File: config.mk
export PLATFORM = sky130hd
export DESIGN_NAME = vtc_regs
export DESIGN_NICKNAME = d
export VERILOG_FILES = /design/src/verilog/vtc_pkg.sv /design/src/verilog/vtc_regs.sv /design/src/verilog/vtc_horizontal_reset_output_gen.sv
export SDC_FILE = /design/constraint.sdc
export NUM_CORES = 1
export LEC_CHECK = 0
export BUFFER_PORTS_ARGS = -buffer_cell sky130_fd_sc_hd__buf_2
export CELL_PAD_IN_SITES_DETAIL_PLACEMENT = 1
export CELL_PAD_IN_SITES_GLOBAL_PLACEMENT = 1
export CORE_MARGIN = 10
export CORE_UTILIZATION = 35
export CTS_CLUSTER_SIZE = 24
export DETAILED_ROUTE_END_ITERATION = 7
export MAX_ROUTING_LAYER = met4
export PLACE_DENSITY = 0.77
export SYNTH_ARGS = -nofsm -noshare
export SYNTH_HDL_FRONTEND = slang
export SYNTH_SLANG_ARGS = --single-unit
export TNS_END_PERCENT = 1
File: constraint.sdc
create_clock -name clock -period 3.8 [get_ports clock]
set_input_delay 0.76 -clock clock [delete_from_list [all_inputs] [get_ports clock]]
set_output_delay 0.76 -clock clock [all_outputs]
set_load 0.03 [all_outputs]
File: src/verilog/vtc_pkg.sv
// Constants shared by the field timing control bank and its reset pulse shaper.
// Assumes a single pixel clock domain and byte-wide memory-mapped register accesses.
// Operation
// - Select bit clear: reset pulse 64 pixel clocks
// - Original variant, select set: one-pixel pulse
// - Enhanced variant, select set: 32-clock pulse
// - Two-bit field picks vertical filter taps
// - Comb on: binomial filters of 2..5 taps
// - Comb off: interpolation plus 0,2,3,4 taps
// - Reset register writable at any moment
// - Any reset write restores decoder defaults
// - Reset register read value is meaningless
// - Separate even and odd timing copies
package vtc_pkg;

  // ----------------------------------------------------------------
  // Register map
  // ----------------------------------------------------------------
  localparam logic [7:0] VTC_EVEN_OFS = 8'h6C; // Even field timing control
  localparam logic [7:0] VTC_ODD_OFS = 8'hEC; // Odd field timing control
  localparam logic [7:0] VTC_DECODER_SOFT_RESET_OFS = 8'h7C; // Decoder soft reset
  localparam logic [7:0] VTC_RESET_VAL = 8'h00; // Timing control default
  localparam logic [7:0] VTC_DECODER_SOFT_RESET_RD = 8'h00; // Value shown on soft reset reads

  // ----------------------------------------------------------------
  // Field layout
  // ----------------------------------------------------------------
  localparam int VTC_HSEL_BIT = 7; // Reset width select
  localparam int VTC_FILT_LSB = 0; // Filter code low bit
  localparam int VTC_FILT_MSB = 1; // Filter code high bit

  // ----------------------------------------------------------------
  // Pulse widths in pixel clocks
  // ----------------------------------------------------------------
  localparam logic [6:0] VTC_HR_STD_CYC = 7'h40; // 64 cycles
  localparam logic [6:0] VTC_HR_ENH_CYC = 7'h20; // 32 cycles
  localparam logic [6:0] VTC_HR_ORIG_CYC = 7'h01; // One pixel

  // Binomial tap count for a filter code and comb setting
  function automatic logic [2:0] vtc_avg_taps(input logic [1:0] code, input logic comb);
    logic [2:0] taps;
    taps = 3'h0;
    if (comb) begin
      taps = {1'b0, code} + 3'h2;
    end else if (code != 2'h0) begin
      taps = {1'b0, code} + 3'h1;
    end
    return taps;
  endfunction : vtc_avg_taps

  // Chosen pulse width for a select bit and variant
  function automatic logic [6:0] vtc_hr_width(input logic sel, input logic enhanced);
    logic [6:0] w;
    w = VTC_HR_STD_CYC;
    if (sel) begin
      w = enhanced ? VTC_HR_ENH_CYC : VTC_HR_ORIG_CYC;
    end
    return w;
  endfunction : vtc_hr_width

endpackage : vtc_pkg

File: src/verilog/vtc_regs.sv
// Even/odd field timing control registers and the decoder soft reset register.
// Assumes host accesses are one-cycle strobes synchronous to the pixel clock;
// read data appears one cycle after the read strobe.
// Assumes the luma comb bits are held in a register outside this block.
`timescale 1ns/10ps
module vtc_regs #(
  parameter bit ENHANCED = 1'b1
) (
  // Clock and reset
  input wire logic clock,
  input wire logic rst,
  // Host register access
  input wire logic reg_wr,
  input wire logic reg_rd,
  input wire logic [7:0] reg_addr,
  input wire logic [7:0] reg_wdata,
  output logic [7:0] reg_rdata,
  // Video timing inputs
  input wire logic line_start,
  input wire logic field_odd,
  input wire logic luma_comb_enable_even,
  input wire logic luma_comb_enable_odd,
  // Decoder outputs
  output logic horizontal_reset_output,
  output logic [2:0] vertical_filter_taps,
  output logic filter_interp,
  output logic software_reset_strobe
);

  // ----------------------------------------------------------------
  // Storage
  // ----------------------------------------------------------------
  logic [7:0] even_ff, nxt_even_ff; // Even field copy
  logic [7:0] odd_ff, nxt_odd_ff; // Odd field copy
  logic srst_ff, nxt_srst_ff; // Soft reset pulse
  logic [7:0] rdata_ff, nxt_rdata_ff; // Host read data
  logic [2:0] taps_ff, nxt_taps_ff; // Applied tap count
  logic interp_ff, nxt_interp_ff; // Applied interpolation
  logic [7:0] sel_vtc; // Copy for the current field
  logic sel_comb; // Comb setting for the current field
  logic [1:0] sel_code; // Filter code in use
  logic srst_hit; // Write to the soft reset address

  // Field selection
  always_comb begin
    sel_vtc = field_odd ? odd_ff : even_ff;
    sel_comb = field_odd ? luma_comb_enable_odd : luma_comb_enable_even;
    sel_code = sel_vtc[vtc_pkg::VTC_FILT_MSB:vtc_pkg::VTC_FILT_LSB];
    // Reset address hit, whatever the data
    srst_hit = reg_wr && (reg_addr == vtc_pkg::VTC_DECODER_SOFT_RESET_OFS);
  end

  // Register writes, soft reset and reads
  always_comb begin
    nxt_even_ff = even_ff;
    nxt_odd_ff = odd_ff;
    nxt_rdata_ff = rdata_ff;
    // Accepted in any state of the decoder
    nxt_srst_ff = srst_hit;
    if (srst_ff) begin
      // Reset outranks a write landing in the same cycle
      nxt_even_ff = vtc_pkg::VTC_RESET_VAL;
      nxt_odd_ff = vtc_pkg::VTC_RESET_VAL;
    end else if (reg_wr) begin
      // Reserved bits stored as written; software keeps them zero
      if (reg_addr == vtc_pkg::VTC_EVEN_OFS) begin
        nxt_even_ff = reg_wdata;
      end
      if (reg_addr == vtc_pkg::VTC_ODD_OFS) begin
        nxt_odd_ff = reg_wdata;
      end
    end
    if (reg_rd) begin
      // Read data is a host bus register, soft reset leaves it alone
      unique case (reg_addr)
        vtc_pkg::VTC_EVEN_OFS: begin
          nxt_rdata_ff = even_ff;
        end
        vtc_pkg::VTC_ODD_OFS: begin
          nxt_rdata_ff = odd_ff;
        end
        vtc_pkg::VTC_DECODER_SOFT_RESET_OFS: begin
          nxt_rdata_ff = vtc_pkg::VTC_DECODER_SOFT_RESET_RD;
        end
        default: begin
          // Unmapped address reads as zero
          nxt_rdata_ff = 8'h00;
        end
      endcase
    end
  end

  // Vertical filter selection
  // Outputs follow the field and comb inputs one edge later
  always_comb begin
    nxt_taps_ff = vtc_pkg::vtc_avg_taps(sel_code, sel_comb);
    nxt_interp_ff = !sel_comb;
  end

  // Registers
  always_ff @(posedge clock or posedge rst) begin
    if (rst) begin
      // Power-on defaults
      even_ff <= vtc_pkg::VTC_RESET_VAL;
      odd_ff <= vtc_pkg::VTC_RESET_VAL;
      srst_ff <= 1'b0;
      rdata_ff <= 8'h00;
      taps_ff <= 3'h0;
      interp_ff <= 1'b0;
    end else begin
      even_ff <= nxt_even_ff;
      odd_ff <= nxt_odd_ff;
      srst_ff <= nxt_srst_ff;
      rdata_ff <= nxt_rdata_ff;
      taps_ff <= nxt_taps_ff;
      interp_ff <= nxt_interp_ff;
    end
  end

  // ----------------------------------------------------------------
  // Horizontal reset pulse
  // ----------------------------------------------------------------
  // Width select taken from the copy of the current field
  vtc_horizontal_reset_output_gen #(
    .ENHANCED(ENHANCED)
  ) u_horizontal_reset_output (
    .clock(clock),
    .rst(rst),
    .line_start(line_start),
    .width_select(sel_vtc[vtc_pkg::VTC_HSEL_BIT]),
    .soft_reset(srst_ff),
    .horizontal_reset_output(horizontal_reset_output)
  );

  // Outputs straight from their flops
  assign reg_rdata = rdata_ff;
  assign vertical_filter_taps = taps_ff;
  assign filter_interp = interp_ff;
  assign software_reset_strobe = srst_ff;
endmodule : vtc_regs

File: src/verilog/vtc_horizontal_reset_output_gen.sv
// Horizontal reset pulse shaper, started once per line.
// Assumes line_start is a one-cycle pulse synchronous to the pixel clock.
`timescale 1ns/10ps
module vtc_horizontal_reset_output_gen #(
  parameter bit ENHANCED = 1'b1
) (
  // Clock and reset
  input wire logic clock,
  input wire logic rst,
  // Control
  input wire logic line_start,
  input wire logic width_select,
  input wire logic soft_reset,
  // Pulse out
  output logic horizontal_reset_output
);

  // ----------------------------------------------------------------
  // State
  // ----------------------------------------------------------------
  typedef enum logic {VTC_HR_IDLE, VTC_HR_PULSE} vtc_hr_state_t;
  vtc_hr_state_t state_ff, nxt_state_ff; // Pulse state
  logic [6:0] cnt_ff, nxt_cnt_ff; // Remaining high cycles minus one
  logic hr_ff, nxt_hr_ff; // Output flop
  logic sel_ff, nxt_sel_ff; // Select latched at pulse start
  logic [6:0] len_ff, nxt_len_ff; // Helper: observed high length

  // Next-state logic
  always_comb begin
    nxt_state_ff = state_ff;
    nxt_cnt_ff = cnt_ff;
    nxt_hr_ff = hr_ff;
    nxt_sel_ff = sel_ff;
    nxt_len_ff = hr_ff ? len_ff + 7'h01 : 7'h00;
    if (soft_reset) begin
      // Decoder reset aborts any pulse
      nxt_state_ff = VTC_HR_IDLE;
      nxt_hr_ff = 1'b0;
      nxt_cnt_ff = 7'h00;
    end else begin
      unique case (state_ff)
        VTC_HR_IDLE: begin
          if (line_start) begin
            // Width fixed for the whole pulse
            nxt_cnt_ff = vtc_pkg::vtc_hr_width(width_select, ENHANCED) - 7'h01;
            nxt_sel_ff = width_select;
            nxt_hr_ff = 1'b1;
            nxt_state_ff = VTC_HR_PULSE;
          end
        end
        VTC_HR_PULSE: begin
          if (cnt_ff == 7'h00) begin
            // Last high cycle done
            nxt_hr_ff = 1'b0;
            nxt_state_ff = VTC_HR_IDLE;
          end else begin
            nxt_cnt_ff = cnt_ff - 7'h01;
          end
        end
      endcase
    end
  end

  // Registers
  always_ff @(posedge clock or posedge rst) begin
    if (rst) begin
      state_ff <= VTC_HR_IDLE;
      cnt_ff <= 7'h00;
      hr_ff <= 1'b0;
      sel_ff <= 1'b0;
      len_ff <= 7'h00;
    end else begin
      state_ff <= nxt_state_ff;
      cnt_ff <= nxt_cnt_ff;
      hr_ff <= nxt_hr_ff;
      sel_ff <= nxt_sel_ff;
      len_ff <= nxt_len_ff;
    end
  end

  assign horizontal_reset_output = hr_ff;
endmodule : vtc_horizontal_reset_output_gen

==> impl_metrics.toml, run 1 <==
[worst_hold_path]
hold_class = "reg2reg"
holdCritStartpoint = "reg_rdata[6]"
hold_path_depth = 2
min_to = "reg_rdata[6]"

[logic_synthesis]
synth_compound_area_share_pct = 10.7
synth_area_leaders = "dfrtp_1, mux2i_1, nor2_1"
muxShareOfSynthArea_pct = 15.5
yosysMostFrequentCell = "dfrtp_1"
yosysWarningCount = 0
ys_ff_latch = 38
synth_top_family_by_area = "multiplexers"
yosysUniqueCellTypes = 33
syn_inst = 172
syn_area_mm2 = 0.00183
synth_nets = 199
synth_top_area_share_pct = 52.0
ys.flop_type = "dfrtp_1"
synthArstFlopShare_pct = 100
synth_area_per_cell_um2 = 10.6
yosysTopAreaCell = "dfrtp_1"
synthAdderAreaFrac_pct = 2.05
yosys.area_share.simple_pct = 15.2
synth_xor_area_share_pct = 0
ys_seq_area_share_pct = 52.0
synth_commonest_cells = "dfrtp_1, nor2_1, mux2i_1, inv_1, o22ai_1"
synth_edf_count = 0

[floorplanning]
die_y_um = 92.3
fp-row-count = 26
die-area_mm2 = 0.00852
core_region_area_mm2 = 0.00507
start_util_pct = 36.0
die_w_um = 92.3
io_pins = 38

[worst_setup_path]
ff2ff_path_depth = 4
startpoint_type = "flip-flop"
required_ns = 3.04
critPathMaxStageDelay_ns = 0.94
rr_endpoint = "u_horizontal_reset_output.cnt_ff[5]"
end_kind = "output port"
cp_cell_sequence = "buf_2"
reg2reg_slack_ns = 1.92
r2r-start = "u_horizontal_reset_output.cnt_ff[2]"
cp_num_buf_inv = 1
worst-path-stages = 1
path_class = "reg2out"
cpMaxStageDelayCell = "dfrtp_1"
critPathTopFamily = "flip-flops"
path_max_fanout = 26
worst_ep_arrival_time_ns = 1.57

[clock_network]
cts_sinks = 38
numCtsBuffers = 5
clockRootBuffer = "clkbuf_8"
post_cts_buffers = 0
h-tree-depth = 2
cts_hold_buffers = 0
clk_latency_ns = 0.29
cts_resized = 0
cts.path.max_buffers = 2
cts_tree = "done"
clkSlewWorstSetupHoldPaths_ns = 0.08

[power]
p_sw_share_pct = 32.0
ir_drop_uv = 167
seqPwrFrac_pct = 49.8
p_per_area_mw_per_mm2 = 468
switchingPower_mw = 0.325
p_leak_nw = 1.03
p_int_mw = 0.691
power_frac_comb_pct = 21.1
clockPowerShare_pct = 29.1

[route]
viasPerCell = 5.05
wl_met1_um = 2070
dr_wl_met3_um = 206
wl_per_cell_um = 16.3
wl_met2_um = 2240
drc = 0
drtIter0Drc = 68
drtPass1Iterations = 4
maxUsedRoutingLayer = "met4"
drtAntennaViolNets = 0
via_count = 1420
wl_um = 4580

[place]
dpl_cell_area_mm2 = 0.00207
place_congestion = 0.744
portBuffers = 37
dp_hpwl_um = 3360

[sta]
slew_viol_final = 0
setup_viol = 0
tightestPinTransition_ns = 0.913
fin_tns_setup_ns = 0
min_period_ns = 2.33
finalCritPeriodShare_pct = 61.2
rsz0062_at_grt = "false"
maxClockFrequency_mhz = 430
hold_viol = 0
slew_headroom_pct = 39.1
fin_skew_ns = 0.00468

[layout]
fin_util_pct = 42.8
postLayoutCellArea_mm2 = 0.00217
syn2layout_area_growth_pct = 18.6
antenna_cells = 0
nNetsFinal = 237
drive_gt1_share_pct = 24.6

[global_routing]
grt_pass1_vias = 1607
grt_pass1_wl_um = 8010
antenna_found_initial = 0
grt_max_degree = 39
gr-total-overflow = 0
grtUsageTotal_pct = 11.8

[flow_run]
max-cap-violations = 0

[run_status]
outcome = "complete, no violations"
state kept, by name (all words and copies together) (netlist names), 3 cells and up:
register and count:
even_ff 8, odd_ff 8, reg_rdata 8, u_horizontal_reset_output.cnt_ff 7, vertical_filter_taps 3
cell type report:
class                   instances  area [um^2]
clock buffers                   6         82.6
clock inverters                 2         12.5
fillers                       609         2910
inverters                      13         48.8
multi-input cells             114          795
flip-flops and latches         38          951
well taps                      70         87.6
repair buffers                 38          193
layer usage:
metal  global-route usage, %  vias up
met5                       -        -
met4                    3.86        0
met3                    3.15        4
met2                    19.5       37
met1                    13.7      699
li1                        -      680
per-stage QoR:
step	worst slack [ns]	hold WS, ns	total power [mW]	std cells
after floorplan	1.73	0.485	0.660	172
after global placement	1.43	0.503	0.718	273
after detailed placement	1.38	0.521	0.734	273
after CTS	1.45	0.533	1.03	281
after global routing	1.35	0.549	1.10	281
final	1.47	0.531	1.02	281
cell families (layout without fill, tap and decap cells):
kind of cell | Yosys count | count (layout)
DFF | 38 | 38
muxes | 28 | 28
buffers and inverters | 20 | 59
AOI/OAI and AO/OA | 30 | 30
adders and majority gates | 3 | 3
and+or+nand+nor | 53 | 53
placed cells by master, fill, tap and decap left out, types with 2 or more instances in the layout:
master	Yosys	final
dfrtp_1	38	38
buf_2	1	37
nor2_1	27	27
mux2i_1	25	25
inv_1	13	13
o22ai_1	8	8
a21oi_1	7	7
o21ai_0	6	6
clkbuf_8	0	6
nor3_1	5	5
nand2_1	5	5
nand3_1	3	3
mux2_2	3	3
ha_1	3	3
nand4_1	2	2
nand2b_1	2	2
nor4_4	2	2
a211oi_1	2	2
worst max-delay path by stage:
stage | startpoint | end | slack, ns
after global placement | reg_addr[1] | odd_ff[7] | 1.43
after CTS | software_reset_strobe | software_reset_strobe | 1.45
final | software_reset_strobe | software_reset_strobe | 1.47
after global routing | software_reset_strobe | software_reset_strobe | 1.35
after floorplan | reg_addr[1] | even_ff[0] | 1.73
after detailed placement | reg_addr[1] | even_ff[1] | 1.38
power groups by stage:
stage	Clock [mW]	Sequential, mW	Combinational [mW]
6_report	0.295	0.506	0.215
4_1_cts	0.302	0.507	0.220
2_1_floorplan	0	0.516	0.145
3_5_place_dp	0	0.515	0.219
5_1_grt	0.330	0.516	0.252
3_3_place_gp	0	0.511	0.207
No activity file was read; power rests on OpenSTA's default activity.
==> inputs of run 2 (changes only) <==
--- a/config.mk
+++ b/config.mk
@@ -13,7 +13,7 @@
 export CTS_CLUSTER_SIZE = 24
 export DETAILED_ROUTE_END_ITERATION = 7
 export MAX_ROUTING_LAYER = met4
-export PLACE_DENSITY = 0.77
+export PLACE_DENSITY = 0.79
 export SYNTH_ARGS = -nofsm -noshare
 export SYNTH_HDL_FRONTEND = slang
 export SYNTH_SLANG_ARGS = --single-unit
==> constraint.sdc (replaced) <==
create_clock -name clock -period 1.95 [get_ports clock]
set_input_delay 0.39 -clock clock [delete_from_list [all_inputs] [get_ports clock]]
set_output_delay 0.39 -clock clock [all_outputs]
set_load 0.03 [all_outputs]
==> impl_metrics.toml, run 2 (synthesis gave the netlist of run 1 again) <==
[worst_setup_path]
end_kind = "flip-flop"
rr_endpoint = "u_horizontal_reset_output.cnt_ff[6]"
critPathTopFamily = "simple AND/OR/NAND/NOR gates"
cp_num_buf_inv = 0
required_ns = 2.15
worst_ep_arrival_time_ns = 1.79
cpMaxStageDelayCell = "or4_1"
cp_cell_sequence = "or4_1 -> nor3_1 -> a21oi_1 -> a311oi_1"
r2r-start = "u_horizontal_reset_output.cnt_ff[2]"
critPathMaxStageDelay_ns = 0.57
startpoint_type = "flip-flop"
path_class = "reg2reg"
reg2reg_slack_ns = 0.36
ff2ff_path_depth = 4
path_max_fanout = 6

[global_routing]
grt_pass1_vias = 1601
grt_max_degree = 39
grtUsageTotal_pct = 11.7
antenna_found_initial = 0
gr-total-overflow = 0
grt_pass1_wl_um = 7820

[layout]
mostFrequentLayoutCells = "dfrtp_1, buf_2, nor2_1"
postLayoutCellArea_mm2 = 0.00220
antenna_cells = 0
syn2layout_area_growth_pct = 20.5
layout_commonest_cell = "dfrtp_1"
drive_gt1_share_pct = 25.9
fin_util_pct = 43.4
nNetsFinal = 242

[power]
p_leak_nw = 1.06
p_sw_share_pct = 31.7
switchingPower_mw = 0.629
p_int_mw = 1.36
p_per_area_mw_per_mm2 = 901
ir_drop_uv = 371
seqPwrFrac_pct = 49.7
clockPowerShare_pct = 28.5
power_frac_comb_pct = 21.8

[sta]
hold_viol = 0
slew_headroom_pct = 66.8
min_period_ns = 1.59
slew_viol_final = 0
finalCritPeriodShare_pct = 81.7
maxClockFrequency_mhz = 627
rsz0062_at_grt = "false"
fin_skew_ns = 0.00438
tightestPinTransition_ns = 0.498
setup_viol = 0
fin_tns_setup_ns = 0
worst_hold_slack_ns = 0.203

[clock_network]
cts_hold_buffers = 0
cts_tree = "done"
cts_sinks = 38
clk_latency_ns = 0.29
clockRootBuffer = "clkbuf_8"
post_cts_buffers = 0
cts.path.max_buffers = 2
clkSlewWorstSetupHoldPaths_ns = 0.08
cts_resized = 0
h-tree-depth = 2
numCtsBuffers = 5

[run_status]
outcome = "complete, no violations"

[place]
place_congestion = 0.781
dpl_cell_area_mm2 = 0.00211
portBuffers = 37
dp_hpwl_um = 3390

[floorplanning]
start_util_pct = 36.0
die_w_um = 92.3
fp-row-count = 26
io_pins = 38
die-area_mm2 = 0.00852
core_region_area_mm2 = 0.00507
die_y_um = 92.3

[route]
wl_per_cell_um = 15.8
viasPerCell = 4.97
wl_um = 4510
drtIter0Drc = 31
via_count = 1422
drtPass1Iterations = 2
drtAntennaViolNets = 0
drc = 0

[worst_hold_path]
hold_class = "in2async"

[flow_run]
max-cap-violations = 0
[run 2: cell count changes in the layout (fill, tap and decap cells not counted)]
cell / delta
clkbuf_1: +1
buf_4: +5
clkinvlp_4: -1
[run 2: final cells by class]
| type | instances | area (um^2) |
|---|---|---|
| inverters | 13 | 48.8 |
| clock inverters | 1 | 5.00 |
| repair buffers | 43 | 230 |
| multi-input cells | 114 | 795 |
| clock buffers | 7 | 86.3 |
| fillers | 602 | 2870 |
| flip-flops and latches | 38 | 951 |
| well taps | 70 | 87.6 |
[run 2: worst max path at each step]
stage                                   startpoint                             endpoint  slack [ns]  cells past startpoint
2_1_floorplan                          reg_addr[1]                           even_ff[0]        0.25                      5
3_3_place_gp                           reg_addr[1]                           even_ff[1]        0.25                      6
3_5_place_dp                           reg_addr[1]                           even_ff[0]        0.18                      6
4_1_cts        u_horizontal_reset_output.cnt_ff[2]  u_horizontal_reset_output.cnt_ff[6]        0.34                      4
5_1_grt        u_horizontal_reset_output.cnt_ff[2]  u_horizontal_reset_output.cnt_ff[3]        0.20                      4
6_report       u_horizontal_reset_output.cnt_ff[2]  u_horizontal_reset_output.cnt_ff[6]        0.36                      4
[run 2: metal layers]
layer | up-vias | part of all wire (%) | global-route usage [%]
li1 | 691 | - | -
met1 | 694 | 47 | 13.3
met2 | 30 | 47 | 18.9
met3 | 7 | 4.1 | 3.55
met4 | 0 | 1.6 | 4.63
met5 | - | 0 | -
[run 2: metrics by stage]
step | total power, mW | setup slack (ns) | instances
2_1_floorplan | 1.29 | 0.246 | 172
3_3_place_gp | 1.42 | 0.254 | 278
3_5_place_dp | 1.44 | 0.179 | 278
4_1_cts | 2.02 | 0.344 | 286
5_1_grt | 2.12 | 0.202 | 286
6_report | 1.99 | 0.356 | 286
[run 2: power by group through the flow]
stage	logic, mW	registers, mW	clock network, mW
after floorplan	0.282	1.00	0
after global placement	0.418	0.997	0
after detailed placement	0.438	1.00	0
after CTS	0.440	0.988	0.595
after global routing	0.492	1.00	0.629
final	0.433	0.987	0.567
[run 2: tightest hold or removal path, cell delays in order]
cell   delay [ns]
buf_2        0.10
inv_1        0.04
buf_4        0.41
